**config.mk**
```make
export PLATFORM = sky130hd
export DESIGN_NAME = phase_voltage_rx_supervisor
export DESIGN_NICKNAME = d
export VERILOG_FILES = /design/src/hdl/svrx_pkg.sv /design/src/hdl/delay_ram.sv /design/src/hdl/phase_voltage_rx_supervisor.sv
export SDC_FILE = /design/constraint.sdc
export NUM_CORES = 2
export LEC_CHECK = 0
export BUFFER_PORTS_ARGS = -buffer_cell sky130_fd_sc_hd__buf_2
export CAP_MARGIN = 5
export CORE_ASPECT_RATIO = 0.75
export CORE_MARGIN = 2
export CORE_UTILIZATION = 40
export CTS_BUF_LIST = sky130_fd_sc_hd__clkbuf_16
export DETAILED_ROUTE_END_ITERATION = 10
export MAX_ROUTING_LAYER = met4
export SLEW_MARGIN = 5
export SYNTH_ARGS = -nofsm -noshare
export SYNTH_HDL_FRONTEND = slang
export SYNTH_SLANG_ARGS = --single-unit
```
**constraint.sdc**
```tcl
create_clock -name sys_clk -period 25.9 [get_ports sys_clk]
set_input_delay 0 -clock sys_clk [delete_from_list [all_inputs] [get_ports sys_clk]]
set_output_delay 0 -clock sys_clk [all_outputs]
set_load 0.01 [all_outputs]
```
**src/hdl/svrx_pkg.sv**
```systemverilog
// Contract
// - alarm on unknown or 100 ms sync accuracy
// - each cause held 10 s after clearing
// - alarm on two consecutive lost frames
// - single loss repeats last samples, no alarm or warning
// - wait limit sets when a frame counts late
// - local samples delayed by the wait limit
// - warning on sync accuracy worse than 4 us
// - warning while enabled adaptivity is not ready
// - warning always active while alarm is active
// - non-derived quality bit raises warning and alarm
// - test mode accepts test bit silently
// - breaker open drives fuse-fail block output
// - breaker input inactive by default
// - four signed 32-bit samples, reset to zero
package svrx_pkg;

  // ---------------------------------------------------------------
  // register map
  // ---------------------------------------------------------------
  localparam logic [7:0] ADDR_CTRL       = 8'h00;
  localparam logic [7:0] ADDR_PERIOD     = 8'h04;
  localparam logic [7:0] ADDR_WAIT       = 8'h08;
  localparam logic [7:0] ADDR_SUPV       = 8'h0c;
  localparam logic [7:0] ADDR_IRQ_STATUS = 8'h10;
  localparam logic [7:0] ADDR_IRQ_MASK   = 8'h14;

  localparam int CTRL_TEST_MODE = 0;
  localparam int CTRL_ADAPT_EN  = 1;
  localparam int SUPV_ALARM     = 0;
  localparam int SUPV_WARN      = 1;
  localparam int SUPV_FUSE      = 2;
  localparam int SUPV_CAUSE     = 3;
  localparam int SUPV_MISS      = 8;

  localparam logic [31:0] PERIOD_RST = 32'h0000f424;
  localparam logic [31:0] WAIT_RST   = 32'h0001e848;

  // ---------------------------------------------------------------
  // timing and thresholds
  // ---------------------------------------------------------------
  localparam longint CLK_KHZ       = 250_000;
  localparam longint HOLD_TIME_MS  = 10_000;
  localparam longint HOLD_CYCLES_L = HOLD_TIME_MS * CLK_KHZ;
  localparam logic [31:0] SYNC_ALARM_NS = 32'h05f5e100;
  localparam logic [31:0] SYNC_WARN_NS  = 32'h00000fa0;

  // ---------------------------------------------------------------
  // quality word, causes, events, delay buffer
  // ---------------------------------------------------------------
  localparam int QUAL_W           = 14;
  localparam int QUAL_TEST_BIT    = 11;
  localparam int QUAL_DERIVED_BIT = 13;

  localparam int C_SYNC_ALM  = 0;
  localparam int C_FRAME_ALM = 1;
  localparam int C_QUAL      = 2;
  localparam int C_SYNC_WARN = 3;
  localparam int C_ADAPT     = 4;
  localparam int N_CAUSE     = 5;

  localparam int E_ALARM_SET = 0;
  localparam int E_ALARM_CLR = 1;
  localparam int E_WARN_SET  = 2;
  localparam int E_ZOH       = 3;
  localparam int E_OVERFLOW  = 4;
  localparam int E_BREAKER   = 5;
  localparam int N_EVT       = 6;

  localparam int FIFO_AW = 4;
  localparam int FIFO_W  = 160;
endpackage
```
**src/hdl/delay_ram.sv**
```systemverilog
module delay_ram
  import svrx_pkg::*;
(
  input  wire logic                sys_clk,
  input  wire logic                rst,
  input  wire logic                wr_en,
  input  wire logic [FIFO_AW-1:0]  wr_addr,
  input  wire logic [FIFO_W-1:0]   wr_data,
  input  wire logic [FIFO_AW-1:0]  rd_addr,
  output logic      [FIFO_W-1:0]   rd_data
);

  logic [FIFO_W-1:0] mem [2**FIFO_AW];

  // write port, no reset on storage
  always_ff @(posedge sys_clk) begin
    if (wr_en) begin
      mem[wr_addr] <= wr_data;
    end
  end

  // registered read port
  always_ff @(posedge sys_clk or posedge rst) begin
    if (rst) begin
      rd_data <= '0;
    end else begin
      rd_data <= mem[rd_addr];
    end
  end
endmodule

```
**src/hdl/phase_voltage_rx_supervisor.sv**
```systemverilog
// Implementation choices: the register addresses and the APB register port.
module phase_voltage_rx_supervisor
  import svrx_pkg::*;
#(
  parameter logic [31:0] HOLD_CYCLES = 32'(HOLD_CYCLES_L)
) (
  input  wire logic                     sys_clk,
  input  wire logic                     rst,
  input  wire logic                     psel,
  input  wire logic                     penable,
  input  wire logic                     pwrite,
  input  wire logic [7:0]               paddr,
  input  wire logic [31:0]              pwdata,
  output logic      [31:0]              prdata,
  output logic                          pready,
  output logic                          pslverr,
  input  wire logic                     frame_valid,
  input  wire logic signed [31:0]       frame_phase_a,
  input  wire logic signed [31:0]       frame_phase_b,
  input  wire logic signed [31:0]       frame_phase_c,
  input  wire logic signed [31:0]       frame_residual,
  input  wire logic [QUAL_W-1:0]        frame_quality,
  input  wire logic                     frame_sync_known,
  input  wire logic [31:0]              frame_sync_ns,
  input  wire logic                     local_sync_known,
  input  wire logic [31:0]              local_sync_ns,
  input  wire logic                     adapt_supported,
  input  wire logic                     adapt_ready,
  input  wire logic                     local_valid,
  input  wire logic signed [3:0][31:0]  local_in,
  input  wire logic                     breaker_open_in,
  output logic                          rx_valid,
  output logic signed [31:0]            phase_a_sample,
  output logic signed [31:0]            phase_b_sample,
  output logic signed [31:0]            phase_c_sample,
  output logic signed [31:0]            residual_sample,
  output logic                          local_out_valid,
  output logic signed [3:0][31:0]       local_out,
  output logic                          alarm,
  output logic                          warning,
  output logic                          fuse_fail_block_out,
  output logic                          irq
);

  // ---------------------------------------------------------------
  // state
  // ---------------------------------------------------------------
  typedef struct packed {
    logic [2:0]                brk_sync;
    logic                      fuse;
    logic                      test_mode;
    logic                      adapt_en;
    logic [31:0]               frame_period;
    logic [31:0]               wait_limit;
    logic [N_EVT-1:0]          irq_status;
    logic [N_EVT-1:0]          irq_mask;
    logic [31:0]               prdata;
    logic                      pready;
    logic                      pslverr;
    logic [31:0]               since;
    logic [1:0]                miss_cnt;
    logic signed [3:0][31:0]   samples;
    logic                      rx_valid;
    logic                      sender_known;
    logic [31:0]               sender_ns;
    logic                      qual_bad;
    logic [N_CAUSE-1:0][31:0]  hold_cnt;
    logic                      alarm;
    logic                      warning;
    logic                      irq;
    logic [31:0]               now;
    logic [FIFO_AW:0]          wr_ptr;
    logic [FIFO_AW:0]          rd_ptr;
    logic                      stale;
    logic signed [3:0][31:0]   local_out;
    logic                      local_out_valid;
  } state_t;

  state_t st;
  state_t next_st;

  logic [FIFO_W-1:0]   rd_data;
  logic                fifo_wr;
  logic [N_CAUSE-1:0]  cond;
  logic [N_CAUSE-1:0]  held;
  logic [N_EVT-1:0]    evt;
  logic [N_EVT-1:0]    clr;
  logic                first_acc;
  logic                zoh;
  logic                deadline;
  logic [FIFO_AW:0]    fill;
  logic                pop;
  logic [QUAL_W-1:0]   qual_mask;
  logic [31:0]         age;

  // local sample delay storage
  delay_ram u_delay_ram (
    .sys_clk (sys_clk),
    .rst     (rst),
    .wr_en   (fifo_wr),
    .wr_addr (st.wr_ptr[FIFO_AW-1:0]),
    .wr_data ({st.now, local_in}),
    .rd_addr (st.rd_ptr[FIFO_AW-1:0]),
    .rd_data (rd_data)
  );

  // ---------------------------------------------------------------
  // next-state logic
  // ---------------------------------------------------------------
  always_comb begin
    next_st = st;
    clr = '0;
    zoh = 1'b0;
    next_st.rx_valid = 1'b0;
    next_st.local_out_valid = 1'b0;
    next_st.now = st.now + 32'h00000001;

    // breaker pin: stage 0 only feeds stage 1
    next_st.brk_sync = {st.brk_sync[1:0], breaker_open_in};
    if (st.brk_sync[1] == st.brk_sync[2]) begin
      next_st.fuse = st.brk_sync[2];
    end

    // raw conditions
    cond = '0;
    cond[C_SYNC_ALM] = ~st.sender_known | ~local_sync_known
                     | (st.sender_ns > SYNC_ALARM_NS)
                     | (local_sync_ns > SYNC_ALARM_NS);
    cond[C_FRAME_ALM] = st.miss_cnt[1];
    cond[C_QUAL] = st.qual_bad;
    cond[C_SYNC_WARN] = (st.sender_ns > SYNC_WARN_NS)
                      | (local_sync_ns > SYNC_WARN_NS);
    cond[C_ADAPT] = adapt_supported & st.adapt_en & ~adapt_ready;

    // per-cause hold stretchers, reloaded while the cause is present
    for (int i = 0; i < N_CAUSE; i++) begin
      held[i] = cond[i] | (st.hold_cnt[i] != '0);
      if (cond[i]) begin
        next_st.hold_cnt[i] = HOLD_CYCLES;
      end else if (st.hold_cnt[i] != '0) begin
        next_st.hold_cnt[i] = st.hold_cnt[i] - 32'h00000001;
      end
    end
    next_st.alarm = held[C_SYNC_ALM] | held[C_FRAME_ALM] | held[C_QUAL];
    next_st.warning = next_st.alarm | held[C_QUAL] | held[C_SYNC_WARN]
                    | held[C_ADAPT];

    // apb: answer one cycle into the access phase
    first_acc = psel & penable & ~st.pready;
    next_st.pready = first_acc;
    next_st.pslverr = 1'b0;
    next_st.prdata = '0;
    if (first_acc) begin
      unique case (paddr)
        ADDR_CTRL: begin
          next_st.prdata[CTRL_TEST_MODE] = st.test_mode;
          next_st.prdata[CTRL_ADAPT_EN] = st.adapt_en;
        end
        ADDR_PERIOD: next_st.prdata = st.frame_period;
        ADDR_WAIT: next_st.prdata = st.wait_limit;
        ADDR_SUPV: begin
          next_st.prdata[SUPV_ALARM] = st.alarm;
          next_st.prdata[SUPV_WARN] = st.warning;
          next_st.prdata[SUPV_FUSE] = st.fuse;
          next_st.prdata[SUPV_CAUSE +: N_CAUSE] = held;
          next_st.prdata[SUPV_MISS +: 2] = st.miss_cnt;
        end
        ADDR_IRQ_STATUS: next_st.prdata[N_EVT-1:0] = st.irq_status;
        ADDR_IRQ_MASK: next_st.prdata[N_EVT-1:0] = st.irq_mask;
        default: next_st.pslverr = 1'b1;
      endcase
    end
    // writes take effect on the edge that completes the transfer
    if (psel & penable & st.pready & pwrite) begin
      unique case (paddr)
        ADDR_CTRL: begin
          next_st.test_mode = pwdata[CTRL_TEST_MODE];
          next_st.adapt_en = pwdata[CTRL_ADAPT_EN];
        end
        ADDR_PERIOD: next_st.frame_period = pwdata;
        ADDR_WAIT: next_st.wait_limit = pwdata;
        ADDR_IRQ_STATUS: clr = pwdata[N_EVT-1:0];
        ADDR_IRQ_MASK: next_st.irq_mask = pwdata[N_EVT-1:0];
        default: ;
      endcase
    end

    // quality screen: derived ignored, test ignored in test mode
    qual_mask = '1;
    qual_mask[QUAL_DERIVED_BIT] = 1'b0;
    if (st.test_mode) begin
      qual_mask[QUAL_TEST_BIT] = 1'b0;
    end

    // frame slot timing against period plus wait limit
    deadline = {1'b0, st.since} >= ({1'b0, st.frame_period} + {1'b0, st.wait_limit});
    if (frame_valid) begin
      next_st.since = '0;
      next_st.miss_cnt = '0;
      next_st.samples = {frame_residual, frame_phase_c, frame_phase_b, frame_phase_a};
      next_st.rx_valid = 1'b1;
      next_st.sender_known = frame_sync_known;
      next_st.sender_ns = frame_sync_ns;
      next_st.qual_bad = |(frame_quality & qual_mask);
    end else if (deadline) begin
      // slot missed: restart timing on the next expected slot
      next_st.since = st.since - st.frame_period;
      if (st.miss_cnt != 2'h3) begin
        next_st.miss_cnt = st.miss_cnt + 2'h1;
      end
      if (st.miss_cnt == 2'h0) begin
        zoh = 1'b1;
        next_st.rx_valid = 1'b1;
      end
    end else begin
      next_st.since = st.since + 32'h00000001;
    end

    // local sample delay line
    fill = st.wr_ptr - st.rd_ptr;
    fifo_wr = local_valid & ~fill[FIFO_AW];
    age = st.now - rd_data[FIFO_W-1:128];
    pop = (fill != '0) & ~st.stale & (age >= st.wait_limit);
    if (fifo_wr) begin
      next_st.wr_ptr = st.wr_ptr + 1'b1;
    end
    if (pop) begin
      next_st.rd_ptr = st.rd_ptr + 1'b1;
      next_st.local_out = rd_data[127:0];
      next_st.local_out_valid = 1'b1;
    end
    // read data lags a pointer move or a write to the head slot
    next_st.stale = pop | (fifo_wr & (st.wr_ptr[FIFO_AW-1:0] == st.rd_ptr[FIFO_AW-1:0]));

    // interrupt events, set wins over write-one-to-clear
    evt = '0;
    evt[E_ALARM_SET] = next_st.alarm & ~st.alarm;
    evt[E_ALARM_CLR] = ~next_st.alarm & st.alarm;
    evt[E_WARN_SET] = next_st.warning & ~st.warning;
    evt[E_ZOH] = zoh;
    evt[E_OVERFLOW] = local_valid & fill[FIFO_AW];
    evt[E_BREAKER] = next_st.fuse & ~st.fuse;
    next_st.irq_status = (st.irq_status & ~clr) | evt;
    next_st.irq = |(next_st.irq_status & next_st.irq_mask);
  end

  // ---------------------------------------------------------------
  // state register
  // ---------------------------------------------------------------
  always_ff @(posedge sys_clk or posedge rst) begin
    if (rst) begin
      st <= '0;
      st.frame_period <= PERIOD_RST;
      st.wait_limit <= WAIT_RST;
    end else begin
      st <= next_st;
    end
  end

  // outputs straight from state
  assign prdata              = st.prdata;
  assign pready              = st.pready;
  assign pslverr             = st.pslverr;
  assign rx_valid            = st.rx_valid;
  assign phase_a_sample      = st.samples[0];
  assign phase_b_sample      = st.samples[1];
  assign phase_c_sample      = st.samples[2];
  assign residual_sample     = st.samples[3];
  assign local_out_valid     = st.local_out_valid;
  assign local_out           = st.local_out;
  assign alarm               = st.alarm;
  assign warning             = st.warning;
  assign fuse_fail_block_out = st.fuse;
  assign irq                 = st.irq;
endmodule

```
Word-level counts from Yosys, hierarchy flattened
Memories as Yosys holds them, arrays and structs flattened. A register that Yosys moved wholly into a read port is not among the register bits.
Index checks and enable logic that the tools add are counted.
{ "classes": {"addsub": 14, "n_lt_le_gt_ge": 6, "eq_ne": 8, "muxes": 34, "n_bitwise": 45, "reduce_logical": 22} }
{ "ops": {"columns": ["op", "count"], "rows": [
  ["two-way mux 32 bit", 12],
  ["nonzero test 32 bit", 5],
  ["subtractor 32 x 1 -> 32 bit (second input constant)", 5],
  ["adder 32 x 1 -> 32 bit (second input constant)", 2],
  ["> comparator 32 x 12 -> 1 bit (second input constant)", 2],
  ["> comparator 32 x 27 -> 1 bit (second input constant)", 2],
  ["subtractor 32 bit", 2],
  ["case mux 22 bit (2 select lines)", 1],
  ["two-way mux 34 bit", 1],
  ["adder 32 x 32 -> 33 bit", 1],
  ["greater-or-equal comparator 32 x 33 -> 1 bit", 1],
  ["greater-or-equal comparator 32 bit", 1],
  ["two-way mux 6 bit", 4],
  ["case mux 4 bit (5 select lines)", 1],
  ["equality test 8 x 4 -> 1 bit (second input constant)", 2],
  ["equality test 8 x 5 -> 1 bit (second input constant)", 2],
  ["AND 1 bit", 15],
  ["bitwise OR 1 bit", 15],
  ["AND 14 x 13 -> 14 bit", 1],
  ["nonzero test 2 bit", 7],
  ["OR reduction 14 bit", 1],
  ["AND 6 bit", 2],
  ["case mux 2 bit (6 select lines)", 1],
  ["case mux 4 bit (3 select lines)", 1],
  ["other kinds (17)", 42]
]} }
{ "totals": {"register_bits": 648, "ramBits": 2560, "inputBits": 386, "output_inout_bits": 296, "wordCells": 168, "mem_count": 1} }
{ "mem_list": {"columns": ["memory", "words", "word_bits", "rd", "rd_clocked_by_memory_dff", "wr", "line", "text"], "rows": [
  ["u_delay_ram.mem", 16, 160, 1, 1, 1, "delay_ram.sv:13", "logic [FIFO_W-1:0] mem [2**FIFO_AW];"]
]} }

Logic depth before layout (Yosys ltp)
{ "depth": {"ltp_word": 14, "ltp_mapped": 32} }

By module
Synthesis repeated with hierarchy kept, for this count alone.
{ "unflattened": {"cells_unflattened": 7318, "hier_area_um2": 135648.8} }
{ "modules_own_cells": {"columns": ["module", "instances", "cells_each", "area_each_um2", "seq_area_each_um2"], "rows": [
  ["delay_ram", 1, 3974, 100447.6, 80877.6],
  ["phase_voltage_rx_supervisor", 1, 3344, 35201.3, 16233.1]
]} }

Worst setup path after synthesis
No wires, ideal clock.
{ "synth_path": {"path_kind": "reg2reg", "startpoint": "register st[132] (netlist name)", "endpoint": "memory u_delay_ram.mem[3][0], enable pin", "setup_time_ps": 875, "arrival_ps": 13505, "path_slack_ps": 11520, "path_stages_with_launch": 13, "path_cell_list": "dfrtp_1 clkbuf_1 clkbuf_1 clkbuf_1 inv_1 ha_1 a21o_1 a21oi_1 xnor2_1 and2_1 clkbuf_1 nand2_1 nor3_1"} }
{ "synth_between": {"elab_chain_len": 5} }
{ "synth_rtl": {"columns": ["element", "line", "text"], "rows": [
  ["start, declared", "phase_voltage_rx_supervisor.sv:79", "state_t st;"],
  ["start signal, assigned", "phase_voltage_rx_supervisor.sv:256", "st <= next_st;"],
  ["subtractor 5 bit", "phase_voltage_rx_supervisor.sv:220", "fill = st.wr_ptr - st.rd_ptr;"],
  ["inverter 1 bit", "phase_voltage_rx_supervisor.sv:221", "fifo_wr = local_valid & ~fill[FIFO_AW];"],
  ["AND 1 bit", "phase_voltage_rx_supervisor.sv:221", null],
  ["two-way mux 1 bit", "delay_ram.sv:17", "if (wr_en) begin"],
  ["two-way mux 1 bit (not written as such)", "delay_ram.sv:18", "mem[wr_addr] <= wr_data;"],
  ["end, declared", "delay_ram.sv:13", null]
]} }
No other way between the ends.

==> metrics.txt <==
outcome complete, no violations; vias in the first global route between 70000 and 80000; Pwr Density 76.70 nW/um2; Crit path arrival time between 9 and 10 ns; Initial DRC Count 5929; Final Skew slightly above 0.08 ns; first-pass GRT wire length 488.4 mm; Main synth FF type edfxtp_1; Max Buffers Root-to-Sink 4; vias ~70000; number of setup buffers added after CTS 0; Num CTS Buffers 340; root buf cell clkbuf_16; GP Congestion between 0.8 and 0.9; initial antenna violation count 48; slowest CP cell a211oi_1; GRT overflow 0; CP startpoint kind flop; syn nets 7559; area of the multi-input gates roughly 34000 um2; hold depth 2; Synth Instances ~7000; FF-to-FF End st[531]$_DFF_PP0_; Final Net Count about 8800; Core Region roughly 330000 um2; f_max ~110 MHz; Ys Warns 0; Yosys cell types 83; Hold Fails Final Rpt 0; switch share 0.2311; Final setup viols 0; Die Y-Extent 506.3 um; # DRC 0; async set-reset flop share out of synthesis 0.2399; Pint approximately 9.4 mW; GRT Total Usage 0.1972; Critical Path RT around 27 ns; sequential share of power 0.521; filler instances ~28000; register bit total from synthesis 3368; reg2reg start st[578]$_DFFE_PP0P_; htree depth 5; maxcap violations 0; Post-synth EDFFs between 2000 and 3000; endpoint class of the critical path flop; clock slew at reported path FFs ~0.07 ns; Clk Latency, worst-skew pair approximately 0.90 ns; Initial Util 0.4017; Post-DP HPWL ~180 mm; clock share of power 0.397; RSZ-0062 raised after global routing false; mean post-synth cell area 19.24 um2; layout cells sized above 1 0.2922; die footprint about 340000 um2; Critical Path Source st[578]$_DFFE_PP0P_; Max-slew headroom 0.1927; hold_buf cts roughly 630; Port Buf Inserts 680; Post-Route Utilization 0.4742; Worst Setup EP st[531]$_DFF_PP0_; worst-margin pin slew ~1.2 ns; largest net degree at the start of global routing between 150 and 200; leakage power figure about 56 nW; Syn Std Cell Area around 130000 um2; IO Count just under 700; Pre-Repair DR Iteration Count 6; crit-path max FO 21; CTS tree yes; setup TNS 0 ns; Reg area ~97000 um2; Final Cycle Share 0.3522; PostCTS Resize Cnt 0; min Tclk post-route a little over 9 ns; Critical Path Max Stage Delay roughly 0.57 ns; WS Path Type flop to flop; Sw Pwr about 2.8 mW; Hold Crit Class primary input to flop; post-synthesis sequential area ratio 0.7217; # rows approximately 180; R2R Setup Slk 16.78 ns; clock tree sinks roughly 3400; Slew Viols, Final 0; Die Span X 673.7 um; Comb pwr share 0.082; Layout area overhead 18.05%; VDD IR max 0.00005613 V; DR WL/cell around 25 um; post-route antenna net violation count 0; vias per std cell about 5.4; DRT Wirelength roughly 330 mm; Reg2Reg Depth 29
-- how the worst min path moves through the flow --
stage	endpoint	start
after floorplan	next_st[646]$_DFF_PP0_	breaker_open_in
after global placement	st[320]$_DFFE_PP0N_	rst
after detailed placement	st[320]$_DFFE_PP0N_	rst
after CTS	u_delay_ram.mem[11][117]$_DFFE_PP_	local_in[117]
after global routing	u_delay_ram.mem[13][74]$_DFFE_PP_	local_in[74]
final	u_delay_ram.mem[3][117]$_DFFE_PP_	local_in[117]
-- routing by layer --
metal | GRT usage | part of all wire
met5 | - | 0
met4 | 0.04775 | 0.024
met3 | 0.03101 | 0.059
met2 | 0.3131 | 0.48
met1 | 0.2687 | 0.44
-- flip-flops by register name (all words and copies together) (netlist names), 128 cells and up --
name and cells:
u_delay_ram.mem 2560, u_delay_ram.rd_data 160, st 348, local_out 128
-- cell type report --
class / count / share of cell area
Antenna cell: 31 / 0.0004883
Timing Repair Buffer: 1415 / 0.06745
Sequential cell: 3368 / 0.6114
Clock inverter: 281 / 0.01439
Clock buffer: 345 / 0.05435
Tap cell: 4464 / 0.03516
Inverter: 128 / 0.003119
Multi-Input combinational cell: 2941 / 0.2137
-- synthesized netlist by cell type, drive strengths merged, types with 14 or more instances --
library cell	count	area share
and3	35	0.0016
nor4	56	0.0028
or3	43	0.0021
nand2b	33	0.0015
xnor2	137	0.0089
nor2	270	0.0076
nor2b	24	0.0011
dfrtp	794	0.15
a31oi	14	0.00065
mux2	332	0.028
nand3	58	0.0022
a21oi	135	0.0050
nand4	42	0.0020
inv	127	0.0035
xor2	77	0.0050
a211oi	25	0.0014
nand2	175	0.0049
o21bai	20	0.0011
o21ai	118	0.0044
nor3	82	0.0031
edfxtp	2560	0.57
clkbuf	220	0.0061
a22oi	29	0.0016
buf	336	0.017
mux4	802	0.13
a21o	49	0.0027
or4	38	0.0022
dfstp	14	0.0027
ha	176	0.016
-- cell usage in the layout (no fill, tap or decap), types with 24 or more instances in the layout --
cell type and n:
edfxtp_1 2560, mux4_2 802, dfrtp_1 791, buf_2 679, dlygate4sd3_1 628, clkbuf_16 345, mux2_2 332, nor2_1 255
inv_1 192, ha_1 176, nand2_1 175, xnor2_1 137, a21oi_1 134, o21ai_0 118, buf_4 90, xor2_1 77
nor3_1 76, clkinv_1 76, nand3_1 58, nor4_1 54, clkinv_2 53, a21o_1 49, nand4_1 41, or3_1 41
and3_1 35, or4_1 34, nand2b_1 33, bufinv_16 32, diode_2 31, a22oi_1 29, a211oi_1 25, nor2b_1 24
-- power groups by stage --
stage | Combinational [mW] | Clock, mW | Sequential, mW
after global placement | 0.915 | 0 | 6.44
after floorplan | 0.553 | 0 | 6.51
after CTS | 1.01 | 4.95 | 6.35
after global routing | 1.07 | 5.15 | 6.38
after detailed placement | 0.928 | 0 | 6.46
final | 0.994 | 4.84 | 6.35
-- cell families after synthesis --
| logic type | Yosys count | share of synthesized area |
|---|---|---|
| AOI/OAI and AO/OA | 491 | 0.02326 |
| xor gates and xnor gates | 215 | 0.01410 |
| adders and majority gates | 180 | 0.01696 |
| buffers and inverters | 684 | 0.02713 |
| DFF | 3368 | 0.7217 |
| muxes | 1138 | 0.1623 |
| and+or+nand+nor | 917 | 0.03456 |
-- critical path, delay by kind of cell (launching register included) --
family / cells / cell delay (ns)
fa+ha+maj: 4 / 1.29
compound gates: 15 / 4.71
xor+xnor: 2 / 0.52
simple gates: 7 / 1.66
buf+inv: 1 / 0.39
flops: 1 / 0.48
-- through the flow --
stage	hold WS [ns]	instances	setup slack, ns	total power [mW]	area, um2
final	0.06197	12970	16.78	12.18	158900
after global routing	0.02402	12970	16.24	12.59	158800
after detailed placement	0.1296	11690	17.08	7.386	141600
after floorplan	0.03143	6993	3.231	7.068	134600
after CTS	0.0002500	12940	17.01	12.31	158800
after global placement	0.1228	11690	16.96	7.351	141600
Note: power is estimated with default switching activity, not from simulation.
